File: src/common/scpm_pkg.sv
// package: register offsets, field layouts and reset values for clock control
package scpm_pkg;
    localparam logic [7:0] PWR_CTRL_ADDR   = 8'h87;
    localparam logic [7:0] CLK_SEL_ADDR    = 8'hA9;
    localparam logic [7:0] HF_CTRL_ADDR    = 8'hB2;
    localparam logic [7:0] HF_CAL_ADDR     = 8'hB3;
    localparam int         PWR_IDLE_BIT    = 0;
    localparam int         PWR_STOP_BIT    = 1;
    localparam int         HF_EN_BIT       = 7;
    localparam int         HF_RDY_BIT      = 6;
    localparam int         HF_SUSP_BIT     = 5;
    localparam logic [5:0] SCRATCH_RST     = 6'h00;
    localparam logic [1:0] SRC_HF          = 2'h0;
    localparam logic [1:0] SRC_EXT         = 2'h1;
    localparam logic [1:0] SRC_LF          = 2'h2;
    localparam logic [1:0] SRC_RST         = 2'h0;
    localparam logic [1:0] DIV_BY8         = 2'h0;
    localparam logic [1:0] DIV_BY4         = 2'h1;
    localparam logic [1:0] DIV_BY2         = 2'h2;
    localparam logic [1:0] DIV_BY1         = 2'h3;
    localparam logic [1:0] DIV_RST         = 2'h0;
    localparam logic [6:0] CAL_RST_DEFAULT = 7'h40;
    localparam logic [2:0] DIV_CNT_RST     = 3'h0;
endpackage

File: src/logic/scpm_clock_control.sv
// system clock selection, divider, and idle/stop/suspend power control
module scpm_clock_control
    import scpm_pkg::*;
#(
    parameter logic [6:0] CAL_RESET = scpm_pkg::CAL_RST_DEFAULT
) (
    input  wire logic       i_clk,
    input  wire logic       i_rst,
    input  wire logic       i_ce,
    // special-function-register bus from the core
    input  wire logic [7:0] i_sfr_addr,
    input  wire logic       i_sfr_wr,
    input  wire logic       i_sfr_rd,
    input  wire logic [7:0] i_sfr_wdata,
    output logic      [7:0] o_sfr_rdata,
    // oscillator tick inputs, synchronous one-cycle enables, plus lf enable and crystal settle levels
    input  wire logic       i_hf_tick,
    input  wire logic       i_ext_tick,
    input  wire logic       i_lf_tick,
    input  wire logic       i_lf_enabled,
    input  wire logic       i_crystal_settled,
    // wake and interrupt events
    input  wire logic       i_port0_match,
    input  wire logic       i_port1_match,
    input  wire logic       i_comp_enabled,
    input  wire logic       i_comp_out,
    input  wire logic       i_timer3_ovf,
    input  wire logic       i_irq_pending,
    // clock enables and status outputs
    output logic            o_system_clock_out,
    output logic            o_cpu_clk_en,
    output logic            o_periph_clk_en,
    output logic            o_ext_timer_clk_en,
    output logic            o_hf_osc_run,
    output logic      [6:0] o_hf_osc_trim,
    output logic            o_crystal_valid_flag,
    output logic            o_idle,
    output logic            o_stop
);
    import scpm_pkg::*;

    logic [5:0] scratch_flags_reg;
    logic       idle_reg;
    logic       stop_reg;
    logic [1:0] clock_source_field_reg;
    logic       hf_en_reg;
    logic       suspend_reg;
    logic [1:0] hf_divider_field_reg;
    logic [6:0] hf_osc_calibration_reg;
    logic [2:0] div_cnt_reg;
    logic       crystal_valid_reg;

    typedef enum logic [1:0] {SCPM_RUN, SCPM_IDLE, SCPM_STOP, SCPM_SUSP}
        scpm_mode_t;
    scpm_mode_t mode_reg;

    // decoded write strobes
    logic wr_pwr, wr_sel, wr_hf, wr_cal, wake_evt;
    assign wr_pwr = i_sfr_wr && (i_sfr_addr == PWR_CTRL_ADDR);
    assign wr_sel = i_sfr_wr && (i_sfr_addr == CLK_SEL_ADDR);
    assign wr_hf  = i_sfr_wr && (i_sfr_addr == HF_CTRL_ADDR);
    assign wr_cal = i_sfr_wr && (i_sfr_addr == HF_CAL_ADDR);
    // any of the four suspend wake sources
    assign wake_evt = i_port0_match || i_port1_match ||
                      (i_comp_enabled && !i_comp_out) || i_timer3_ovf;

    // divide ratio as terminal count, shared by tick and boundary logic
    function automatic logic [2:0] div_last(input logic [1:0] f);
        case (f)
            DIV_BY8: div_last = 3'h7;
            DIV_BY4: div_last = 3'h3;
            DIV_BY2: div_last = 3'h1;
            default: div_last = 3'h0;
        endcase
    endfunction

    // software flags in the top six bits
    always_ff @(posedge i_clk) begin
        if (i_rst) begin
            scratch_flags_reg <= SCRATCH_RST;
        end else if (i_ce && wr_pwr) begin
            scratch_flags_reg <= i_sfr_wdata[7:2];
        end
    end

    // power mode machine; stop holds until reset, idle ends on interrupt
    always_ff @(posedge i_clk) begin
        if (i_rst) begin
            mode_reg <= SCPM_RUN;
        end else if (i_ce) begin
            case (mode_reg)
                SCPM_RUN: begin
                    if (wr_pwr && i_sfr_wdata[PWR_STOP_BIT]) begin
                        mode_reg <= SCPM_STOP;
                    end else if (wr_pwr && i_sfr_wdata[PWR_IDLE_BIT]) begin
                        mode_reg <= SCPM_IDLE;
                    end else if (wr_hf && i_sfr_wdata[HF_SUSP_BIT]) begin
                        mode_reg <= SCPM_SUSP;
                    end
                end
                SCPM_IDLE: begin
                    if (i_irq_pending) begin
                        mode_reg <= SCPM_RUN;
                    end
                end
                SCPM_SUSP: begin
                    if (wake_evt) begin
                        mode_reg <= SCPM_RUN;
                    end
                end
                default: mode_reg <= SCPM_STOP;
            endcase
        end
    end
    assign idle_reg    = (mode_reg == SCPM_IDLE);
    assign stop_reg    = (mode_reg == SCPM_STOP);
    assign suspend_reg = (mode_reg == SCPM_SUSP);

    // clock source select, two writable bits only
    always_ff @(posedge i_clk) begin
        if (i_rst) begin
            clock_source_field_reg <= SRC_RST;
        end else if (i_ce && wr_sel) begin
            clock_source_field_reg <= i_sfr_wdata[1:0];
        end
    end

    // hf control: enable and divider; suspend lives in the mode machine
    always_ff @(posedge i_clk) begin
        if (i_rst) begin
            hf_en_reg            <= 1'b1;
            hf_divider_field_reg <= DIV_RST;
        end else if (i_ce && wr_hf) begin
            hf_en_reg            <= i_sfr_wdata[HF_EN_BIT];
            hf_divider_field_reg <= i_sfr_wdata[1:0];
        end
    end

    // calibration trim; top bit not stored
    always_ff @(posedge i_clk) begin
        if (i_rst) begin
            hf_osc_calibration_reg <= CAL_RESET;
        end else if (i_ce && wr_cal) begin
            hf_osc_calibration_reg <= i_sfr_wdata[6:0];
        end
    end

    // crystal valid follows the settle detector; software waits 1 ms first
    always_ff @(posedge i_clk) begin
        if (i_rst) begin
            crystal_valid_reg <= 1'b0;
        end else if (i_ce) begin
            crystal_valid_reg <= i_crystal_settled;
        end
    end

    // hf post-divider; counts only while the oscillator runs
    logic hf_run;
    assign hf_run = hf_en_reg && !suspend_reg && !stop_reg;
    always_ff @(posedge i_clk) begin
        if (i_rst) begin
            div_cnt_reg <= DIV_CNT_RST;
        end else if (i_ce && hf_run && i_hf_tick) begin
            // wrap at terminal count, or early if the ratio shrank
            if (div_cnt_reg >= div_last(hf_divider_field_reg)) begin
                div_cnt_reg <= DIV_CNT_RST;
            end else begin
                div_cnt_reg <= div_cnt_reg + 3'h1;
            end
        end
    end

    // selected source tick; hf passes one tick per divided period, but a ratio
    // or source change takes effect at once, so the first period after it can be short
    logic src_tick;
    always_comb begin
        case (clock_source_field_reg)
            SRC_HF:  src_tick = hf_run && i_hf_tick &&
                         (div_cnt_reg >= div_last(hf_divider_field_reg));
            SRC_EXT: src_tick = i_ext_tick;
            SRC_LF:  src_tick = i_lf_enabled && i_lf_tick;
            default: src_tick = 1'b0; // reserved code gives no clock
        endcase
    end

    // registered clock enables for the core and peripherals
    always_ff @(posedge i_clk) begin
        if (i_rst) begin
            o_system_clock_out <= 1'b0;
            o_cpu_clk_en       <= 1'b0;
            o_periph_clk_en    <= 1'b0;
            o_ext_timer_clk_en <= 1'b0;
        end else if (i_ce) begin
            o_system_clock_out <= src_tick && !stop_reg;
            o_cpu_clk_en    <= src_tick && (mode_reg == SCPM_RUN);
            o_periph_clk_en <= src_tick && !stop_reg;
            o_ext_timer_clk_en <= i_ext_tick;
        end
    end

    // registered status mirrors
    always_ff @(posedge i_clk) begin
        if (i_rst) begin
            o_hf_osc_run         <= 1'b1;
            o_hf_osc_trim        <= CAL_RESET;
            o_crystal_valid_flag <= 1'b0;
            o_idle               <= 1'b0;
            o_stop               <= 1'b0;
        end else if (i_ce) begin
            o_hf_osc_run         <= hf_run;
            o_hf_osc_trim        <= hf_osc_calibration_reg;
            o_crystal_valid_flag <= crystal_valid_reg;
            o_idle               <= idle_reg;
            o_stop               <= stop_reg;
        end
    end

    // read mux, one cycle after the read strobe
    always_ff @(posedge i_clk) begin
        if (i_rst) begin
            o_sfr_rdata <= 8'h00;
        end else if (i_ce && i_sfr_rd) begin
            if (i_sfr_addr == PWR_CTRL_ADDR) begin
                o_sfr_rdata <= {scratch_flags_reg, 2'h0};
            end else if (i_sfr_addr == CLK_SEL_ADDR) begin
                o_sfr_rdata <= {6'h00, clock_source_field_reg};
            end else if (i_sfr_addr == HF_CTRL_ADDR) begin
                o_sfr_rdata <= {hf_en_reg, hf_en_reg, suspend_reg,
                                3'h0, hf_divider_field_reg};
            end else if (i_sfr_addr == HF_CAL_ADDR) begin
                o_sfr_rdata <= {1'b0, hf_osc_calibration_reg};
            end else begin
                o_sfr_rdata <= 8'h00;
            end
        end
    end

    // stop is only left by reset
    a_stop_sticky: assert property (@(posedge i_clk) disable iff (i_rst)
        stop_reg |=> stop_reg)
        else $error("stop mode left without reset");
    // idle exits on interrupt within a cycle
    a_idle_exit: assert property (@(posedge i_clk) disable iff (i_rst)
        (i_ce && idle_reg && i_irq_pending) |=> !idle_reg)
        else $error("idle did not end on interrupt");
    // cpu gated in idle
    a_idle_gates: assert property (@(posedge i_clk) disable iff (i_rst)
        (i_ce && idle_reg) |=> !o_cpu_clk_en)
        else $error("cpu clocked while idle");
    // stop write enters stop next cycle
    a_stop_entry: assert property (@(posedge i_clk) disable iff (i_rst)
        (i_ce && mode_reg == SCPM_RUN && wr_pwr && i_sfr_wdata[1])
        |=> stop_reg ##1 !o_hf_osc_run)
        else $error("stop write not honoured");
    // suspend wake
    a_susp_wake: assert property (@(posedge i_clk) disable iff (i_rst)
        (i_ce && suspend_reg && wake_evt) |=> mode_reg == SCPM_RUN)
        else $error("suspend not woken");
    // comparator low wakes only when enabled
    a_comp_wake: assert property (@(posedge i_clk) disable iff (i_rst)
        (i_ce && suspend_reg && !i_port0_match && !i_port1_match &&
         !i_timer3_ovf && (!i_comp_enabled || i_comp_out)) |=> suspend_reg)
        else $error("spurious suspend wake");
    // mode bits read zero
    a_pwr_read: assert property (@(posedge i_clk) disable iff (i_rst)
        (i_ce && i_sfr_rd && i_sfr_addr == PWR_CTRL_ADDR)
        |=> o_sfr_rdata[1:0] == 2'h0)
        else $error("mode bits read nonzero");
    // unused select bits read zero
    a_sel_read: assert property (@(posedge i_clk) disable iff (i_rst)
        (i_ce && i_sfr_rd && i_sfr_addr == CLK_SEL_ADDR)
        |=> o_sfr_rdata[7:2] == 6'h00)
        else $error("unused select bits nonzero");
    // hf tick passes only at divider boundary
    a_div_edge: assert property (@(posedge i_clk) disable iff (i_rst)
        (i_ce && clock_source_field_reg == SRC_HF && i_hf_tick && hf_run &&
         div_cnt_reg < div_last(hf_divider_field_reg))
        |=> !o_system_clock_out)
        else $error("short divided pulse");
    // ext timer clock follows its tick whatever the source
    a_ext_follow: assert property (@(posedge i_clk) disable iff (i_rst)
        i_ce
        |=> o_ext_timer_clk_en == $past(i_ext_tick))
        else $error("ext timer clock not following tick");
    // reserved source code gives no system clock
    a_rsvd_src: assert property (@(posedge i_clk) disable iff (i_rst)
        (i_ce && clock_source_field_reg == 2'h3)
        |=> !o_system_clock_out)
        else $error("clock from reserved source");
    // flags read back as last written
    a_flags_rd: assert property (@(posedge i_clk) disable iff (i_rst)
        (i_ce && i_sfr_rd && i_sfr_addr == PWR_CTRL_ADDR)
        |=> o_sfr_rdata[7:2] == $past(scratch_flags_reg))
        else $error("flags read back wrong");
    // calibration top bit reads zero
    a_cal_rd: assert property (@(posedge i_clk) disable iff (i_rst)
        (i_ce && i_sfr_rd && i_sfr_addr == HF_CAL_ADDR)
        |=> !o_sfr_rdata[7])
        else $error("calibration top bit nonzero");
    // suspended hf source clocks neither system nor peripherals
    a_susp_quiet: assert property (@(posedge i_clk) disable iff (i_rst)
        (i_ce && suspend_reg && clock_source_field_reg == SRC_HF)
        |=> !o_system_clock_out && !o_periph_clk_en)
        else $error("clock while hf suspended");
    // calibration write reaches the trim output two cycles on
    a_trim_write: assert property (@(posedge i_clk) disable iff (i_rst)
        (i_ce && wr_cal) ##1 i_ce
        |=> o_hf_osc_trim == $past(i_sfr_wdata[6:0], 2))
        else $error("trim not following calibration write");
    // settled crystal shows in the flag two cycles on
    a_xtal_follow: assert property (@(posedge i_clk) disable iff (i_rst)
        (i_ce && i_crystal_settled) ##1 i_ce
        |=> o_crystal_valid_flag)
        else $error("crystal valid flag missed");
    // every reset leaves hf divided by eight as the source
    a_src_reset: assert property (@(posedge i_clk) disable iff (i_rst)
        ($past(i_rst) && $past(i_ce)) |->
        (clock_source_field_reg == SRC_RST &&
         hf_divider_field_reg == DIV_RST))
        else $error("source or divider not reset");
    // divide-by-one passes every hf tick
    a_div_one: assert property (@(posedge i_clk) disable iff (i_rst)
        (i_ce && clock_source_field_reg == SRC_HF && i_hf_tick && hf_run &&
         hf_divider_field_reg == DIV_BY1) |=> o_system_clock_out)
        else $error("divide by one dropped a tick");
    // stop halts cpu, peripheral and system clocks
    a_stop_quiet: assert property (@(posedge i_clk) disable iff (i_rst)
        (i_ce && stop_reg)
        |=> !o_cpu_clk_en && !o_periph_clk_en && !o_system_clock_out)
        else $error("clock running in stop");
    // running cpu gets every external source tick
    a_run_cpu: assert property (@(posedge i_clk) disable iff (i_rst)
        (i_ce && mode_reg == SCPM_RUN && clock_source_field_reg == SRC_EXT &&
         i_ext_tick) |=> o_cpu_clk_en)
        else $error("cpu not clocked while running");
endmodule

File: config.mk
export PLATFORM = sky130hd
export DESIGN_NAME = scpm_clock_control
export DESIGN_NICKNAME = d
export VERILOG_FILES = /design/src/common/scpm_pkg.sv /design/src/logic/scpm_clock_control.sv
export SDC_FILE = /design/constraint.sdc
export NUM_CORES = 1
export LEC_CHECK = 0
export BUFFER_PORTS_ARGS = -buffer_cell sky130_fd_sc_hd__buf_2
export CAP_MARGIN = 40
export CORE_MARGIN = 2
export CORE_UTILIZATION = 35
export CTS_CLUSTER_SIZE = 14
export DETAILED_ROUTE_END_ITERATION = 10
export SYNTH_ARGS = -nofsm -noshare
export SYNTH_HDL_FRONTEND = slang
export SYNTH_SLANG_ARGS = --single-unit
export TNS_END_PERCENT = 50
File: constraint.sdc
create_clock -name i_clk -period 2.48 [get_ports i_clk]
set_input_delay 0.496 -clock i_clk [delete_from_list [all_inputs] [get_ports i_clk]]
set_output_delay 0.496 -clock i_clk [all_outputs]
set_load 0.02 [all_outputs]
==> impl_metrics.env <==
export IMPL_status="completed"
export IMPL_hp_class="input port to register"
export IMPL_final_layout_size_suffix_gt1_frac=0.263
export IMPL_post_cts_repair_setup_buffers=0
export IMPL_min_from="i_crystal_settled"
export IMPL_crit_path_end_kind="register"
export IMPL_r2r_end="o_periph_clk_en"
export IMPL_die_y_um=82.7
export IMPL_ys_warn_count=0
export IMPL_cts_root_buf="clkbuf_8"
export IMPL_finalSetupTns_ns=0
export IMPL_path_common_cell="a21oi_1"
export IMPL_rr_startpoint="hf_divider_field_reg[0]"
export IMPL_fill_cells=633
export IMPL_dieWidth_um=82.7
export IMPL_viasPerCell=4.99
export IMPL_r2r_slack_ns=0.72
export IMPL_drv_cap=0
export IMPL_crit_type="register to register"
export IMPL_layout_nets=316
export IMPL_grt_overflow_total=0
export IMPL_tritoncts="done"
export IMPL_drv_slew=0
export IMPL_cts_resized=0
export IMPL_synthCells=234
export IMPL_largest_reg_flops=8
export IMPL_path_clk_slew_ns=0.10
export IMPL_hold_buffers=0
export IMPL_yosys_top_cells_area="dfxtp_1, mux2i_1, nor2_1"
export IMPL_power_density_nw_per_um2=559
export IMPL_die_area_um2=6840
export IMPL_vias=1778
export IMPL_yosys_area_top_type="dfxtp_1"
export IMPL_synth_ff_type="dfxtp_1"
export IMPL_yosysMostFrequentCell="dfxtp_1"
export IMPL_dr_pass1_iters=4
export IMPL_num_rows=28
export IMPL_hold_path_depth=3
export IMPL_coreArea_um2=5960
export IMPL_wl_per_cell_um=13.6
export IMPL_diodes=0
export IMPL_antenna_found_initial=0
export IMPL_path_cells="or2_2 -> ha_1 -> a21oi_1 -> o21ai_0 -> a31o_2 -> o211ai_1 -> a21oi_1"
export IMPL_pre_cts_ws_ns=0.456
export IMPL_drc=0
export IMPL_grt_pass1_vias=1607
export IMPL_ys_types=49
export IMPL_critPathLaunchType="register"
export IMPL_skew_ns=0.00983
export IMPL_synth_fp_nets=270
export IMPL_io_buffers=54
export IMPL_cp_required_ns=2.63
export IMPL_critical_path_top_delay_family="compound AO/OA/AOI/OAI gates"
export IMPL_cts_buffer_depth=2
export IMPL_leakage_nw=1.11
export IMPL_yosysSeqAreaShare=0.425
export IMPL_synth_edf_count=0
export IMPL_async_flop_share=0
export IMPL_dp_hpwl_um=3540
export IMPL_cts_htree_levels=2
export IMPL_drtAntennaViolNets=0
export IMPL_setup_slack_ns=0.723
export IMPL_grtUsageTotal=0.150
export IMPL_grt_start_max_net_pins=46
export IMPL_period_needed_ns=1.76
export IMPL_grt_pass1_wl_um=7820
export IMPL_yosys_area_top_type_share=0.425
export IMPL_rr_worst_depth=7
export IMPL_io_pins=55
export IMPL_wl_um=4850
export IMPL_numCtsBuffers=5
export IMPL_ir_drop_uv=281
export IMPL_clkSinkCount=46
export IMPL_worst_slew_pin_slew_ns=0.852
export IMPL_path_buf_inv=0
export IMPL_max_stage_delay_ns=0.35
export IMPL_syn_avg_cell_area_um2=9.26
export IMPL_yosys_top_cells_count="dfxtp_1, nor2_1, mux2i_1, nand2_1, a21oi_1"
export IMPL_rsz0062_at_grt="false"
export IMPL_finalCritPeriodShare=0.708
export IMPL_hold_viol=0
export IMPL_max_freq_ghz=0.569
export IMPL_synth_seq_cells=46
export IMPL_syn_area_um2=2170
export IMPL_start_util=0.364
export IMPL_areaGrowthSynthToFinish_pct=18.9
export IMPL_drt_iter0_markers=108
export IMPL_slowest_stage="dfxtp_1"
export IMPL_clock_latency_ns=0.31
export IMPL_holdPathEnd="crystal_valid_reg"
export IMPL_setup_viol_count_final=0
export IMPL_crit_fanout=4
export IMPL_place_congestion=0.783
export IMPL_worst_ep_arrival_time_ns=1.91
export IMPL_slew_headroom=0.432
-- worst max path at each step --
| stage | start | slack, ns | endpoint | depth (start not counted) |
|---|---|---|---|---|
| final | hf_divider_field_reg[0] | 0.72 | o_periph_clk_en | 7 |
| after detailed placement | i_sfr_addr[6] | 0.46 | hf_osc_calibration_reg[6] | 6 |
| after global placement | i_sfr_addr[6] | 0.49 | hf_osc_calibration_reg[6] | 6 |
| after CTS | hf_divider_field_reg[0] | 0.71 | o_periph_clk_en | 7 |
| after global routing | hf_divider_field_reg[0] | 0.61 | o_cpu_clk_en | 7 |
| after floorplan | i_sfr_addr[6] | 0.83 | hf_osc_calibration_reg[6] | 6 |
-- cell type report --
class | count | area, um2 | share of cell area
tap | 75 | 93.8 | 0.0364
clock buffer | 5 | 68.8 | 0.0267
sequential | 46 | 921 | 0.357
multi-input combinational | 167 | 1150 | 0.447
inverter | 5 | 18.8 | 0.00728
timing repair buffer | 55 | 278 | 0.108
clock inverter | 3 | 45.0 | 0.0175
-- tightest hold or removal path: cells and delay by family --
kind | cells | cell delay (ns)
buffers and inverters | 1 | 0.08
muxes | 1 | 0.05
and+or+nand+nor | 1 | 0.07
-- placed cells by master, fill, tap and decap left out, drive strengths merged, types with 2 or more instances in the layout --
cell / netlist / final
nand4: 2 / 2
nand3: 6 / 6
a21o: 2 / 2
nor3b: 2 / 2
a31oi: 2 / 2
nand2: 14 / 14
mux2i: 26 / 26
inv: 5 / 5
a22oi: 3 / 3
a211o: 4 / 4
and4bb: 2 / 2
ha: 4 / 4
a32oi: 2 / 2
a22o: 5 / 5
nor2: 41 / 41
buf: 6 / 55
nor3: 2 / 2
nand2b: 4 / 4
clkbuf: 10 / 5
nand4b: 2 / 2
nand3b: 2 / 2
nand4bb: 3 / 3
a21oi: 11 / 11
dfxtp: 46 / 46
and3b: 2 / 2
clkinvlp: 0 / 2
a311o: 2 / 2
o21ai: 5 / 5
nor2b: 5 / 5
or3: 2 / 2
-- metrics by stage --
stage / hold slack, ns / cell area [um2] / utilization / total power [mW] / instances
detailed placement: 0.446 / 2460 / 0.414 / 0.887 / 348
global placement: 0.439 / 2460 / 0.414 / 0.885 / 348
finish: 0.428 / 2580 / 0.433 / 1.44 / 356
global route: 0.444 / 2580 / 0.433 / 1.49 / 356
CTS: 0.424 / 2580 / 0.433 / 1.45 / 356
floorplan: 0.453 / 2170 / - / 0.837 / 234
-- metal layers --
metal	global-route usage	vias to the layer above	share of wire
met3	0.0348	6	0.043
li1	-	918	-
met4	0.0443	0	0.013
met2	0.231	38	0.45
met1	0.208	816	0.49
met5	0	-	0
-- power breakdown --
group	switching, mW	total [mW]	internal (mW)
Combinational	0.0701	0.119	0.0489
Clock	0.271	0.571	0.300
Sequential	0.00465	0.750	0.746
-- cell families after synthesis --
logic type / share of synthesized area
adders and majority gates: 0.0231
xor gates and xnor gates: 0.00808
DFF: 0.425
muxes: 0.125
and+or+nand+nor: 0.242
AOI/OAI and AO/OA: 0.133
buffers and inverters: 0.0433
(Power assumes the default switching activity.)
